[src/shared/sss_cfg.svh]
// constants for the safe stop supervisor: offsets, fields, resets, timing
`ifndef SSS_CFG_SVH
`define SSS_CFG_SVH
`define SSS_ADDR_W          8
`define SSS_REG_CTRL        8'h00
`define SSS_REG_RAMP        8'h04
`define SSS_REG_ESTOP_RAMP  8'h08
`define SSS_REG_DELAY       8'h0C
`define SSS_REG_EDELAY      8'h10
`define SSS_REG_STATUS      8'h14
`define SSS_REG_GUARD       8'h18
// ctrl fields
`define SSS_CTRL_CTRL_ACT   0
`define SSS_CTRL_RAMP_MON   1
`define SSS_CTRL_TO_IN_EN   2
`define SSS_CTRL_BRK_LINK   3
`define SSS_CTRL_BRK_EN     4
`define SSS_CTRL_RAMP_ERR_TO 5
// guard register: bits 7:0 permanent enables, 15:8 hysteresis selects
`define SSS_GUARD_N         8
`define SSS_GUARD_SLP       3
`define SSS_GUARD_SLP_M     7
`define SSS_RAMP_MAX        32'h7FFFFFFF
`define SSS_RAMP_DEF        32'h004C4B40
`define SSS_RAMP_MIN_MON    32'h00000002
`define SSS_DELAY_MAX_MS    32'd120000
`define SSS_DELAY_DEF_MS    32'd100
`define SSS_EDELAY_DEF_MS   32'd50
`define SSS_CLK_HZ          100000000
`define SSS_MS_CYCLES       (`SSS_CLK_HZ / 1000)
`endif

[src/shared/sss_pkg.sv]
// types for the safe stop supervisor
package sss_pkg;
    typedef enum logic [2:0] {
        SSS_RUNUP   = 3'b000,
        SSS_RUN     = 3'b001,
        SSS_BRAKING = 3'b011,
        SSS_TORQUE  = 3'b010,
        SSS_FATAL   = 3'b110
    } sss_state_t;

    typedef struct packed {
        logic        start;      // braking start to controller
        logic        estop;      // emergency ramp selected
        logic [31:0] gradient;   // active ramp gradient
    } sss_ramp_t;

    typedef struct packed {
        logic standstill;
        logic ramp_fault;
        logic limit_fault;
        logic internal_fault;
        logic serious_fault;
        logic out_of_range;
        logic brake_trigger;
    } sss_drive_t;
endpackage

[src/logic/sss_supervisor.sv]
// safe stop supervisor: controlled stop, torque-off, brake control, guards
`timescale 1ns/1ps
`include "sss_cfg.svh"

// Contract
// - permanent guards activate after run-up; run state entered; no runtime change
// - permanent guards supervised continuously, no input, no delay
// - permanence only for direction, speed, range, position guards and monitors
// - reset refused while position guard sees axis out of range
// - permanent monitor needs hysteresis; set/reset mode unavailable
// - torque-off on request, stop standstill/timeout, ramp monitor error
// - torque-off active puts device into torque-off state
// - brake output low while torque-off active
// - torque-off released: brake follows config, optional trigger link, high releases
// - in torque-off feedbacks low except torque-off ack and brake test active
// - controlled stop brakes to standstill then invokes torque-off
// - exactly one controlled stop instance, always present
// - reset of module accepted via controlled stop activation inputs
// - stop triggered by input, guard limit violation or internal error
// - brake ramp drive-activated by default or controller-activated
// - drive mode: send ramp to drive, start braking, monitor it
// - controller mode: ramp and start signal over fieldbus, braking monitored
// - normal ramp normally, emergency ramp when braking caused by error
// - both ramp gradients accept 0..2147483647, default 5000000
// - with ramp monitoring the ramp must be at least 2
// - braking duration follows speed at start, no fixed time
// - stop and torque-off requests are active low
// - stop and torque-off acknowledges are active high
// - torque-off forced after delay: normal 0..120000 ms def 100, error def 50
// - serious fault: torque-off at once, restart only by power cycle
module sss_supervisor #(
    parameter int unsigned MS_CYCLES = `SSS_MS_CYCLES  // clocks per millisecond
) (
    input  wire logic                   clock_i,                // 100 MHz
    input  wire logic                   rst_i,                  // async, high
    input  wire logic                   wb_cyc_i,               // wishbone cycle
    input  wire logic                   wb_stb_i,               // wishbone strobe
    input  wire logic                   wb_we_i,                // write enable
    input  wire logic [`SSS_ADDR_W-1:0] wb_adr_i,               // byte address
    input  wire logic [3:0]             wb_sel_i,               // byte enables
    input  wire logic [31:0]            wb_dat_i,               // write data
    output logic      [31:0]            wb_dat_o,               // read data
    output logic                        wb_ack_o,               // acknowledge
    output logic                        wb_err_o,               // unmapped access
    input  wire logic                   stop_request_n_i,       // pin, low activates
    input  wire logic                   torque_off_request_n_i, // pin, low activates
    input  wire sss_pkg::sss_drive_t    drive_i,                // drive status flags
    input  wire logic                   brake_test_i,           // brake test running
    input  wire logic [7:0]             guard_ok_i,             // guards within limits
    output logic                        stop_active_ack_o,      // stop active
    output logic                        torque_off_active_ack_o,// torque-off active
    output logic                        brake_control_o,        // high releases brake
    output logic                        brake_test_active_o,    // brake test feedback
    output logic [7:0]                  guard_ok_o,             // guard feedbacks
    output logic                        torque_off_o,           // to power stage
    output logic                        ignore_setpoints_o,     // drive ignores setpoints
    output sss_pkg::sss_ramp_t          ramp_o                  // ramp to drive/fieldbus
);
    import sss_pkg::*;

    // pin synchronisers, first stage read only by the second
    logic [1:0] stop_sync;
    logic [1:0] to_sync;
    always_ff @(posedge clock_i or posedge rst_i) begin
        if (rst_i) begin
            stop_sync <= 2'h0;
            to_sync   <= 2'h0;
        end else begin
            stop_sync <= {stop_sync[0], stop_request_n_i};
            to_sync   <= {to_sync[0], torque_off_request_n_i};
        end
    end
    logic stop_req;
    logic to_req;
    assign stop_req = ~stop_sync[1];

    // register file
    logic [31:0] ctrl;
    logic [31:0] ramp;
    logic [31:0] estop_brake_gradient;
    logic [31:0] delay_ms;
    logic [31:0] edelay_ms;
    logic [15:0] guard_cfg;
    sss_state_t  state;

    function automatic logic [31:0] merge(input logic [31:0] old, input logic [31:0] nw,
                                          input logic [3:0] sel);
        logic [31:0] r;
        r = old;
        for (int i = 0; i < 4; i++) begin
            if (sel[i]) begin
                r[i*8 +: 8] = nw[i*8 +: 8];
            end
        end
        return r;
    endfunction

    // ramp accepted only inside the legal range
    function automatic logic ramp_ok(input logic [31:0] v, input logic mon);
        return (v <= `SSS_RAMP_MAX) && (!mon || v >= `SSS_RAMP_MIN_MON);
    endfunction

    assign to_req = ctrl[`SSS_CTRL_TO_IN_EN] & ~to_sync[1];

    logic req;
    logic wr;
    logic mapped;
    logic cfg_open;
    logic [31:0] wv;
    assign req      = wb_cyc_i & wb_stb_i & ~wb_ack_o & ~wb_err_o;
    assign wr       = req & wb_we_i & mapped;
    // guard configuration frozen once running: no runtime guard changes
    assign cfg_open = (state == SSS_RUNUP);
    assign wv       = wb_dat_i;

    always_comb begin
        unique case (wb_adr_i)
            `SSS_REG_CTRL, `SSS_REG_RAMP, `SSS_REG_ESTOP_RAMP, `SSS_REG_DELAY,
            `SSS_REG_EDELAY, `SSS_REG_STATUS, `SSS_REG_GUARD: mapped = 1'b1;
            default: mapped = 1'b0;
        endcase
    end

    logic [31:0] m;
    assign m = merge(32'h0, wv, wb_sel_i);

    always_ff @(posedge clock_i or posedge rst_i) begin
        if (rst_i) begin
            ctrl                 <= 32'h0000_0000;    // drive-activated default
            ramp                 <= `SSS_RAMP_DEF;
            estop_brake_gradient <= `SSS_RAMP_DEF;
            delay_ms             <= `SSS_DELAY_DEF_MS;
            edelay_ms            <= `SSS_EDELAY_DEF_MS;
            guard_cfg            <= 16'h0000;         // permanence off by default
        end else if (wr) begin
            unique case (wb_adr_i)
                `SSS_REG_CTRL: begin
                    ctrl <= merge(ctrl, wv, wb_sel_i) & 32'h0000_003F;
                end
                `SSS_REG_RAMP: begin
                    if (ramp_ok(merge(ramp, wv, wb_sel_i), ctrl[`SSS_CTRL_RAMP_MON])) begin
                        ramp <= merge(ramp, wv, wb_sel_i);
                    end
                end
                `SSS_REG_ESTOP_RAMP: begin
                    if (ramp_ok(merge(estop_brake_gradient, wv, wb_sel_i),
                                ctrl[`SSS_CTRL_RAMP_MON])) begin
                        estop_brake_gradient <= merge(estop_brake_gradient, wv, wb_sel_i);
                    end
                end
                `SSS_REG_DELAY: begin
                    if (merge(delay_ms, wv, wb_sel_i) <= `SSS_DELAY_MAX_MS) begin
                        delay_ms <= merge(delay_ms, wv, wb_sel_i);
                    end
                end
                `SSS_REG_EDELAY: begin
                    if (merge(edelay_ms, wv, wb_sel_i) <= `SSS_DELAY_MAX_MS) begin
                        edelay_ms <= merge(edelay_ms, wv, wb_sel_i);
                    end
                end
                `SSS_REG_GUARD: begin
                    if (cfg_open) begin
                        // monitor permanence forces hysteresis on
                        guard_cfg <= {m[15:12] | m[7:4], m[11:0]};
                    end
                end
                default: begin
                end
            endcase
        end
    end

    always_ff @(posedge clock_i or posedge rst_i) begin
        if (rst_i) begin
            wb_ack_o <= 1'b0;
            wb_err_o <= 1'b0;
        end else begin
            wb_ack_o <= req & mapped;
            wb_err_o <= req & ~mapped;
        end
    end

    // state machine
    logic        stop_act;
    logic        stop_err;
    logic [31:0] ms_cnt;
    logic [31:0] ms_left;
    logic [31:0] pre_cnt;
    logic        ms_tick;
    logic        fault_stop;
    logic        ramp_fail;
    logic        reset_ok;
    logic        start_done;

    assign ms_tick    = (pre_cnt == MS_CYCLES - 1);
    assign fault_stop = drive_i.limit_fault | drive_i.internal_fault;
    // ramp monitor error: drive mode or configured torque-off reaction
    assign ramp_fail  = ctrl[`SSS_CTRL_RAMP_MON] & drive_i.ramp_fault &
                        (~ctrl[`SSS_CTRL_CTRL_ACT] | ctrl[`SSS_CTRL_RAMP_ERR_TO]);
    // reset via stop inputs, refused while position guard out of range
    assign reset_ok   = ~stop_req & ~to_req & ~fault_stop &
                        ~((guard_cfg[`SSS_GUARD_SLP] | guard_cfg[`SSS_GUARD_SLP_M]) &
                          drive_i.out_of_range);

    always_ff @(posedge clock_i or posedge rst_i) begin
        if (rst_i) begin
            pre_cnt <= 32'h0;
        end else begin
            pre_cnt <= ms_tick ? 32'h0 : pre_cnt + 32'h1;
        end
    end

    always_ff @(posedge clock_i or posedge rst_i) begin
        if (rst_i) begin
            state      <= SSS_RUNUP;
            stop_err   <= 1'b0;
            ms_left    <= 32'h0;
            start_done <= 1'b0;
        end else begin
            if (drive_i.serious_fault) begin
                state <= SSS_FATAL;
            end else begin
                unique case (state)
                    SSS_RUNUP: begin
                        state <= SSS_RUN;
                    end
                    SSS_RUN: begin
                        if (to_req) begin
                            state <= SSS_TORQUE;
                        end else if (stop_req | fault_stop) begin
                            state    <= SSS_BRAKING;
                            stop_err <= fault_stop;
                            ms_left  <= fault_stop ? edelay_ms : delay_ms;
                        end
                    end
                    SSS_BRAKING: begin
                        if (fault_stop) begin
                            stop_err <= 1'b1;
                        end
                        if (ms_tick && ms_left != 32'h0) begin
                            ms_left <= ms_left - 32'h1;
                        end
                        // end set by standstill, torque-off request, ramp error or ms delay running out
                        if (to_req | drive_i.standstill | ramp_fail | ms_left == 32'h0) begin
                            state <= SSS_TORQUE;
                        end
                    end
                    SSS_TORQUE: begin
                        stop_err <= 1'b0;
                        if (reset_ok) begin
                            state <= SSS_RUN;
                        end
                    end
                    SSS_FATAL: begin
                        state <= SSS_FATAL;
                    end
                    default: state <= SSS_FATAL;
                endcase
            end
            start_done <= (state == SSS_BRAKING);
        end
    end

    logic to_active;
    logic br_active;
    assign to_active = (state == SSS_TORQUE) | (state == SSS_FATAL);
    assign br_active = (state == SSS_BRAKING);

    // outputs from flip-flops
    always_ff @(posedge clock_i or posedge rst_i) begin
        if (rst_i) begin
            torque_off_o            <= 1'b1;
            torque_off_active_ack_o <= 1'b0;
            stop_active_ack_o       <= 1'b0;
            brake_control_o         <= 1'b0;
            brake_test_active_o     <= 1'b0;
            guard_ok_o              <= 8'h00;
            ignore_setpoints_o      <= 1'b0;
            ramp_o                  <= '0;
        end else begin
            torque_off_o            <= to_active | (state == SSS_RUNUP);
            torque_off_active_ack_o <= to_active;
            stop_active_ack_o       <= br_active;
            brake_control_o         <= ~to_active & ctrl[`SSS_CTRL_BRK_EN] &
                                       (~ctrl[`SSS_CTRL_BRK_LINK] | drive_i.brake_trigger);
            brake_test_active_o     <= brake_test_i;
            // guard feedback is guard_ok_i registered one cycle, forced low in torque-off
            guard_ok_o              <= to_active ? 8'h00 : guard_ok_i;
            ignore_setpoints_o      <= br_active & ~ctrl[`SSS_CTRL_CTRL_ACT];
            ramp_o.start            <= br_active & ~start_done;
            ramp_o.estop            <= stop_err;
            ramp_o.gradient         <= (br_active & stop_err) ? estop_brake_gradient : ramp;
        end
    end

    // read mux
    always_ff @(posedge clock_i or posedge rst_i) begin
        if (rst_i) begin
            wb_dat_o <= 32'h0;
        end else if (req) begin
            unique case (wb_adr_i)
                `SSS_REG_CTRL:       wb_dat_o <= ctrl;
                `SSS_REG_RAMP:       wb_dat_o <= ramp;
                `SSS_REG_ESTOP_RAMP: wb_dat_o <= estop_brake_gradient;
                `SSS_REG_DELAY:      wb_dat_o <= delay_ms;
                `SSS_REG_EDELAY:     wb_dat_o <= edelay_ms;
                `SSS_REG_STATUS:     wb_dat_o <= {26'h0, stop_err, ramp_o.start, to_active,
                                                  state};
                `SSS_REG_GUARD:      wb_dat_o <= {16'h0, guard_cfg};
                default:             wb_dat_o <= 32'h0;
            endcase
        end
    end
endmodule // sss_supervisor

[config.mk]
export PLATFORM = sky130hd
export DESIGN_NAME = sss_supervisor
export DESIGN_NICKNAME = d
export VERILOG_FILES = /design/src/shared/sss_pkg.sv /design/src/logic/sss_supervisor.sv
export VERILOG_INCLUDE_DIRS = /design/src /design/src/shared
export SDC_FILE = /design/constraint.sdc
export NUM_CORES = 1
export LEC_CHECK = 0
export BUFFER_PORTS_ARGS = -buffer_cell sky130_fd_sc_hd__buf_2
export CAP_MARGIN = 20
export CORE_MARGIN = 2
export CORE_UTILIZATION = 30
export DETAILED_ROUTE_END_ITERATION = 6
export GPL_TIMING_DRIVEN = 0
export SLEW_MARGIN = 25
export SYNTH_ARGS = -nofsm -noshare
export SYNTH_HDL_FRONTEND = slang
export SYNTH_SLANG_ARGS = --single-unit
[constraint.sdc]
create_clock -name clock_i -period 21.3 [get_ports clock_i]
set_clock_uncertainty 0.05 [all_clocks]
set_input_delay 1.065 -clock clock_i [delete_from_list [all_inputs] [get_ports clock_i]]
set_output_delay 1.065 -clock clock_i [all_outputs]
set_load 0.01 [all_outputs]
==> results of run 1 <==
routing by layer:
metal  track usage, %  vias to the layer above  share of wire [%]  routed length [µm]
li1                 -                     5543                  -                   -
met5                0                        -              0.068                  34
met3             4.55                      156                8.0                3990
met2             30.7                      601                 45               22600
met1             25.7                     6246                 41               20700
met4             10.9                        6                5.7                2870
synthesized netlist by cell type, drive strengths merged (37+ instances only):
library cell	instances
a31oi	39
nand3	39
a21oi	43
dfrtp	281
nand2	162
nor4	37
clkbuf	63
nor2b	37
nor2	95
o21ai	40
nor3	50
mux2	132
final cells by class:
cell class | instances | area [µm²] | share of cell area (%)
Buffer | 72 | 280 | 1.60
Clock buffer | 57 | 1090 | 6.22
Clock inverter | 9 | 188 | 1.07
Inverter | 22 | 90.1 | 0.514
Multi-Input combinational cell | 991 | 6690 | 38.1
Sequential cell | 304 | 7640 | 43.5
Tap cell | 622 | 778 | 4.44
Timing Repair Buffer | 144 | 788 | 4.49
sequential cells by signal, summed over array words and instances, names as in the netlist, 2 cells and up:
signal,count
estop_brake_gradient,32
ramp,32
ms_left,32
delay_ms,32
stop_sync,2
ctrl,6
guard_cfg,16
ramp_o,34
state,3
to_sync,2
pre_cnt,32
edelay_ms,32
guard_ok_o,8
wb_dat_o,32
critical path, cell delays in order:
cell,delay (ns)
buf_2,0.09
nor4bb_1,0.80
nand4_1,0.30
a221oi_1,0.69
nand2_1,0.31
nor2_1,0.54
buf_2,0.36
nor2b_1,0.08
power by group through the flow:
stage / combinational (mW) / sequential [mW] / clock [mW]
2_1_floorplan: 0.0362 / 0.610 / 0
3_3_place_gp: 0.0768 / 0.610 / 0
3_5_place_dp: 0.0797 / 0.610 / 0
4_1_cts: 0.0800 / 0.599 / 0.676
5_1_grt: 0.0871 / 0.600 / 0.703
6_report: 0.0794 / 0.599 / 0.665
cells in the final DEF (no fill, tap or decap), types with 5 or more instances in the layout:
cell type,instances
mux2_2,132
dfrtp_1,281
clkbuf_1,74
o211ai_1,8
a22oi_1,25
a222oi_1,30
nor2b_1,36
o22ai_1,11
a31oi_1,39
or3_1,18
a21oi_1,43
mux2i_1,18
and2_1,16
a211o_1,6
nor2_1,93
nand4_1,21
o22a_1,6
and4_1,5
nand2_1,158
nand3b_1,7
buf_2,143
nor4_1,34
clkbuf_16,37
dfstp_2,23
nor3_1,49
xor2_1,16
xnor2_1,15
and3_1,15
o21ai_0,38
nand3_1,39
buf_1,5
o41ai_1,5
clkbuf_8,9
or2_2,5
or4_1,5
inv_1,20
nand2b_1,9
final timing paths:
check                      cells after the start                        to
hold reg to reg                                0                to_sync[1]
setup / recovery                               8             edelay_ms[22]
hold / removal                                 0                to_sync[1]
max in group asynchronous                      3  estop_brake_gradient[22]
min in group asynchronous                      2             guard_ok_o[7]
setup reg to reg                               7             edelay_ms[22]
cells by family after synthesis:
| logic type | after synthesis |
|---|---|
| mux | 150 |
| fa+ha+maj | 2 |
| flops | 304 |
| compound gates | 263 |
| xor+xnor | 31 |
| simple gates | 545 |
| buf+inv | 94 |
==> metrics.cfg, run 1 <==
[synth]
synthCells = 1389
netlist_area_um2 = 14700
netlist.area_leader.share_pct = 47.9
muxShareOfSynthArea_pct = 11.3
synthTopCellsByArea = dfrtp_1 48%, mux2_2 10%, dfstp_2 4.1%, nand2_1 4.0%, nor2_1 2.4%
ys_seq_elements = 304
synth_adder_area_share_pct = 0.170
ys_types = 83
yosysSeqAreaShare_pct = 52.0
synthFlopType = dfrtp_1
syn_nets = 1458
syn_area_per_cell_um2 = 10.6
synth_largest_area_cell = dfrtp_1
synth_xor_area_share_pct = 1.85
synth-compound-area-share_pct = 12.8
synth_top_family_by_area = simple AND/OR/NAND/NOR gates
yosys.area_share.simple_pct = 19.4
async_reset_ff_share_pct = 100
ys_warn_count = 0
synth_edf_count = 0

[grt]
grt_max_degree = 98
antenna_found_initial = 5
grt_pass1_wl_mm = 76.6
grt-ovfl-total = 0
grt_usage_pct = 19.8
grt_pass1_vias = 12400

[timing]
holdWs_ns = 0.309
slew_headroom_pct = 33.5
period_share_pct = 18.1
layout_min_cycle_time_ns = 3.86
fmax_ghz = 0.259
setup_violations = 0
rsz0062_at_grt = no
tightest_slew_ns = 0.989
fin_tns_setup_ns = 0
timing.final.max_slew_violations = 0
hold_viol = 0
post-route-worst-setup-slack_ns = 17.44

[placement]
post-place-ws_ns = 16.89
post_dp_cell_area_um2 = 16300
portBuffers = 141
place_hpwl_mm = 36.7
dp.cells = 2155
gp_congestion = 0.917

[power_and_ir_drop]
seq_power_share_pct = 44.6
power_mw = 1.34
p_switching_mw = 0.325
irDropWorstVdd_mv = 0.0482
intPower_mw = 1.02
clkPwrFrac_pct = 49.5
power_density_nw_per_um2 = 76.6
switching_share_pct = 24.2
p_comb_share_pct = 5.9
leakage_nw = 7.83

[critical_path]
crit_type = input pin to flop
regToRegStartpoint = wb_ack_o
cp.required_ns = 21.68
start_kind = input pin
worstPathMaxFanout = 10
critPathLaunch = wb_stb_i
endpoint_kind = flop
reg2reg_slack_ns = 17.63
cp.arrival_ns = 4.24

[clock_tree]
ctsResizeCount = 0
cts_hold_buf = 0
post_cts_buffers = 0
cts_tree = done
clock-sinks = 304
clk_latency_ns = 0.57
cts_buffers = 37
cts-root-buf = clkbuf_16
cts_buffer_depth = 3
cts.clk_slew.worst_paths_ns = 0.06
htreeDepth = 2

[final_layout]
fin_cells = 2221
fill_cells = 4890
diodes = 0
syn2layout_area_growth_pct = 19.4
stdcell_area_um2 = 17500
layout-drive-gt1-share_pct = 24.4
fin_util_pct = 36.1
finalNetCount = 1641

[routing]
vias = 12600
routedWlPerCell_um = 22.6
route.detailed.drc = 0
antenna_left = 0
via_per_inst = 5.65
drtPass1Iterations = 6
wl_mm = 50.2
drt_first_iter_violations = 1237

[die]
core-area_um2 = 48600
start_util_pct = 30.2
die_area_um2 = 50700
num_rows = 81
die_w_um = 225
pin_count = 149
die_height_um = 225

[hold_path]
hold_class = flop to flop
min_from = to_sync[0]

[run]
drv_cap = 0

[outcome]
status = completed

Power figures use the tool's default switching activity.
==> run 2, diff against run 1 <==
ABC_AREA = 1   (was unset)
clock period = 3.5 ns   (was 21.3 ns; I/O delays follow)
==> metrics.cfg, run 2 <==
[routing]
vias = 16000
drt_first_iter_violations = 1544
antenna_left = 0
wl_mm = 60.1
route.detailed.drc = 0
drtPass1Iterations = 6
routedWlPerCell_um = 19.0
via_per_inst = 5.04

[final_layout]
syn2layout_area_growth_pct = 20.3
regArea_um2 = 7640
layout_common_cells = 650 x nand2_1, 281 x dfrtp_1, 262 x inv_1, 227 x o21ai_0, 217 x nor2_1
final_common_cell = nand2_1
largest-register = ramp_o
stdcell_area_um2 = 19700
fill_cells = 5683
fin_util_pct = 36.6
diodes = 0
largest_reg_flops = 34
multi_input_area_um2 = 7210
layout-drive-gt1-share_pct = 13.8
finalNetCount = 2515

[clock_tree]
clk_latency_ns = 0.56
cts_buffer_depth = 3
cts_tree = done
post_cts_buffers = 0
cts-root-buf = clkbuf_16
htreeDepth = 2
cts.clk_slew.worst_paths_ns = 0.06
clock-sinks = 304
cts_buffers = 37
ctsResizeCount = 0

[power_and_ir_drop]
irDropWorstVdd_mv = 0.290
clkPwrFrac_pct = 49.6
p_comb_share_pct = 5.9
leakage_nw = 9.96
power_mw = 7.93
power_density_nw_per_um2 = 403
p_switching_mw = 1.91
switching_share_pct = 24.1
seq_power_share_pct = 44.5
intPower_mw = 6.02

[placement]
portBuffers = 145
post-place-ws_ns = 0.873
place_hpwl_mm = 46.5
post_dp_cell_area_um2 = 18200
gp_congestion = 0.945

[die]
die_w_um = 238
pin_count = 149
num_rows = 85
start_util_pct = 30.4
core-area_um2 = 53800
die_height_um = 238
die_area_um2 = 56400

[timing]
slew_headroom_pct = 42.4
hold_viol = 0
rsz0062_at_grt = no
post-route-worst-setup-slack_ns = 0.860
timing.final.max_slew_violations = 0
fmax_ghz = 0.379
layout_min_cycle_time_ns = 2.64
fin_tns_setup_ns = 0
period_share_pct = 75.4
tightest_slew_ns = 0.855
setup_violations = 0

[synth]
synth_edf_count = 0
synthFlopType = dfrtp_1
ys_warn_count = 0
yosysMostFrequentCell = nand2_1
netlist_area_um2 = 16400
synthCells = 2225
synth_largest_area_cell = dfrtp_1
syn_nets = 2294
syn_area_per_cell_um2 = 7.35
ys_seq_elements = 304
ys_types = 45
synthTopCellsByArea = dfrtp_1 43%, nand2_1 15%, o21ai_0 6.9%, inv_1 6.0%, nor2_1 5.0%
synth_common_cells = 650 x nand2_1, 281 x dfrtp_1, 263 x inv_1
yosysSeqAreaShare_pct = 46.7
netlist.area_leader.share_pct = 43.0
async_reset_ff_share_pct = 100

[grt]
antenna_found_initial = 0
grt_usage_pct = 21.4
grt_max_degree = 33
grt_pass1_vias = 15800
grt_pass1_wl_mm = 92.7
grt-ovfl-total = 0

[critical_path]
start_kind = flop
endpoint_kind = flop
cp.arrival_ns = 3.02
worstPathMaxFanout = 10
cp.required_ns = 3.88
crit_type = flop to flop

[run]
drv_cap = 0

[outcome]
status = completed

[hold_path]
hold_class = input pin to flop

run 2: cell count changes in the layout (fill, tap and decap cells not counted), moves of 39 or more:
cell and delta:
a21oi_1 +47, nor2_1 +124, mux2_2 -132, o21ai_0 +189
a31oi_1 -39, inv_1 +242, nand3_1 +93, nand2_1 +492
buf_2 +43
run 2: per-stage QoR:
| step | hold slack, ns | std cells |
|---|---|---|
| final | 0.0357 | 3169 |
| after global routing | 0.0599 | 3169 |
| after CTS | 0.00876 | 3169 |
| after detailed placement | 0.168 | 3077 |
| after global placement | 0.234 | 3066 |
| after floorplan | 0.156 | 2225 |
run 2: timing repair:
action,CTS,global route
endpoints found under the hold margin,62,0
endpoints found under the setup margin,0,0
hold buffers,26,0
run 2: logic make-up (layout without fill, tap and decap cells):
family	after synthesis	count (layout)	share of synthesized area [%]
simple gates	1114	1114	28.7
flops	304	304	46.7
compound gates	408	408	13.5
xor+xnor	31	31	1.66
buf+inv	366	614	9.24
fa+ha+maj	2	2	0.153
run 2: critical path: stages (launching register included):
cell and delay, ns:
dfrtp_1 0.40, inv_1 0.10, ha_1 0.31, nand2_1 0.22
nor2_2 0.36, nand4_1 0.23, nand2_1 0.14, nand2_1 0.05
nand2_1 0.21, inv_2 0.07, buf_2 0.21, nand2_1 0.10
nand2_1 0.05
run 2: final cells by class:
| cell class | instances | share of cell area, % |
|---|---|---|
| sequential | 304 | 38.8 |
| timing repair buffer | 182 | 6.21 |
| tap | 696 | 4.43 |
| clock buffer | 52 | 5.41 |
| inverter | 274 | 5.26 |
| clock inverter | 14 | 0.820 |
| buffer | 92 | 2.44 |
| multi-input combinational | 1555 | 36.6 |
run 2: path summary, 6_finish.rpt:
path / slack, ns / from / cells after the start / endpoint
max: 0.86 / ms_left[0] / 12 / ms_left[27]
min in group asynchronous: 0.14 / rst_i / 3 / pre_cnt[31]
max in group asynchronous: 2.03 / rst_i / 7 / estop_brake_gradient[14]
max reg2reg: 0.86 / ms_left[0] / 12 / ms_left[27]
min: 0.04 / drive_i[5] / 6 / state[1]
min reg2reg: 0.30 / stop_sync[0] / 0 / stop_sync[1]
run 2: metal layers:
layer  vias up  part of all wire [%]  GRT usage (%)
li1       7583                     -              -
met1      7671                    42           27.1
met2       564                    48           36.6
met3       141                   5.2           2.78
met4         0                   4.6           9.49
met5         -                     0              0
run 2: power groups by stage:
stage,Clock (mW),Combinational (mW),Sequential [mW]
2_1_floorplan,0,0.234,3.59
3_3_place_gp,0,0.411,3.59
3_5_place_dp,0,0.446,3.59
4_1_cts,4.02,0.470,3.52
5_1_grt,4.16,0.514,3.52
6_report,3.93,0.471,3.52
==> run 3, diff against run 2 <==
ABC_AREA = 0   (was 1)
clock period = 2.8 ns   (was 3.5 ns; I/O delays follow)
==> metrics.cfg, run 3 (same netlist as run 1, synthesis figures left out) <==
[timing]
setup_violations = 0
period_share_pct = 99.0
post-route-worst-setup-slack_ns = 0.0292
hold_viol = 0
layout_min_cycle_time_ns = 2.77
slew_headroom_pct = 39.8
rsz0062_at_grt = yes
fmax_ghz = 0.361
tightest_slew_ns = 0.900
fin_tns_setup_ns = 0
timing.final.max_slew_violations = 0

[run]
drv_cap = 0

[hold_path]
min_path_cells = 3
hold_class = input pin to flop

[clock_tree]
cts.clk_slew.worst_paths_ns = 0.06
cts_buffers = 37
cts_tree = done
clk_latency_ns = 0.56
htreeDepth = 2
cts-root-buf = clkbuf_16
clock-sinks = 304
cts_buffer_depth = 3

[outcome]
violations = design-rule violations
status = complete, but fails checks

[power_and_ir_drop]
p_comb_share_pct = 6.6
clkPwrFrac_pct = 49.8
p_switching_mw = 2.51
switching_share_pct = 24.0
seq_power_share_pct = 43.6
power_density_nw_per_um2 = 566
power_mw = 10.5
irDropWorstVdd_mv = 0.591
leakage_nw = 8.22
intPower_mw = 7.96

[routing]
drtPass1Iterations = 7
via_per_inst = 5.59
routedWlPerCell_um = 22.6
drt_first_iter_violations = 1283
wl_mm = 51.5
route.detailed.drc = 3
antenna_left = 0
vias = 12700

[critical_path]
start_kind = input pin
worstPathMaxFanout = 8
path_cells = dlygate4sd3_1, buf_2, or3b_2, a222oi_1, o311ai_1, and3_1, nor3b_4, buf_12, mux2_2
crit_type = input pin to flop
r2r_cells = 7
cp.required_ns = 3.18
worst_path_max_delay_cell = dlygate4sd3_1
endpoint_kind = flop
max_stage_delay_ns = 0.54
cp.arrival_ns = 3.15

[grt]
grt-ovfl-total = 0
grt_usage_pct = 20.2
antenna_found_initial = 3
grt_pass1_wl_mm = 78.3
grt_pass1_vias = 12600
grt_max_degree = 34

[final_layout]
layout_common_cells = 279 x dfrtp_1, 153 x nand2_1, 146 x buf_2, 132 x mux2_2, 89 x nor2_1
largest_reg_flops = 34
final_common_cell = dfrtp_1
regArea_um2 = 7640
layout-drive-gt1-share_pct = 27.6
diodes = 0
multi_input_area_um2 = 6890
fill_cells = 4852
finalNetCount = 1703
syn2layout_area_growth_pct = 25.9
fin_cells = 2282
largest-register = ramp_o

[die]
pin_count = 149
num_rows = 81
core-area_um2 = 48600
die_area_um2 = 50700
start_util_pct = 30.2
die_w_um = 225
die_height_um = 225

[placement]
gp_congestion = 0.912
dp.cells = 2163
post-place-ws_ns = -0.866
portBuffers = 141
place_hpwl_mm = 37.3

run 3: metrics by stage:
stage / area, µm² / utilization [%] / hold slack (ns)
6_report: 18500 / 38.0 / 0.0610
5_1_grt: 18500 / 38.0 / 0.0747
4_1_cts: 18300 / 37.7 / 0.0114
3_5_place_dp: 16400 / 33.7 / 0.00732
3_3_place_gp: 16200 / 33.2 / 0.204
2_1_floorplan: 14700 / - / 0.121
run 3: repair_timing:
action | in CTS | in global routing
hold buffers | 46 | 0
endpoints found under the hold margin | 268 | 0
resized for setup | 28 | 32
endpoints found under the setup margin | 191 | 130
pin swaps | 3 | 5
setup buffers | 4 | 6
run 3: cell type report:
class,instances,area share (%)
Buffer,70,1.58
Clock buffer,48,5.72
Clock inverter,17,1.35
Inverter,22,0.474
Multi-Input combinational cell,991,37.3
Sequential cell,304,41.3
Tap cell,622,4.21
Timing Repair Buffer,208,8.04
run 3: worst max-delay path: cells and delay by family:
family,cells,cell delay (ns)
and+or+nand+nor,3,1.01
buffers and inverters,3,0.90
AOI/OAI and AO/OA,2,0.76
muxes,1,0.33
run 3: power by group through the flow:
stage	Clock [mW]	Sequential, mW	Combinational [mW]
after floorplan	0	4.64	0.276
after global placement	0	4.64	0.583
after detailed placement	0	4.64	0.629
after CTS	5.31	4.56	0.686
after global routing	5.50	4.57	0.753
final	5.22	4.56	0.691
run 3: worst paths after layout:
path                              from            end  slack (ns)
max reg2reg                   wb_err_o    delay_ms[4]        0.07
max in group asynchronous        rst_i       ramp[27]        0.99
max                        wb_dat_i[1]   edelay_ms[9]        0.03
min reg2reg                 to_sync[0]     to_sync[1]        0.31
min                        wb_dat_i[4]   guard_cfg[4]        0.06
min in group asynchronous        rst_i  guard_ok_o[6]        0.62
run 3: metal layers:
| metal | vias to the layer above | wire [µm] | part of all wire, % | track usage (%) |
|---|---|---|---|---|
| li1 | 5667 | - | - | - |
| met1 | 6377 | 20800 | 40 | 25.8 |
| met2 | 562 | 24100 | 47 | 32.1 |
| met3 | 139 | 3820 | 7.4 | 3.92 |
| met4 | 2 | 2730 | 5.3 | 11.3 |
| met5 | - | 13 | 0.025 | 0 |
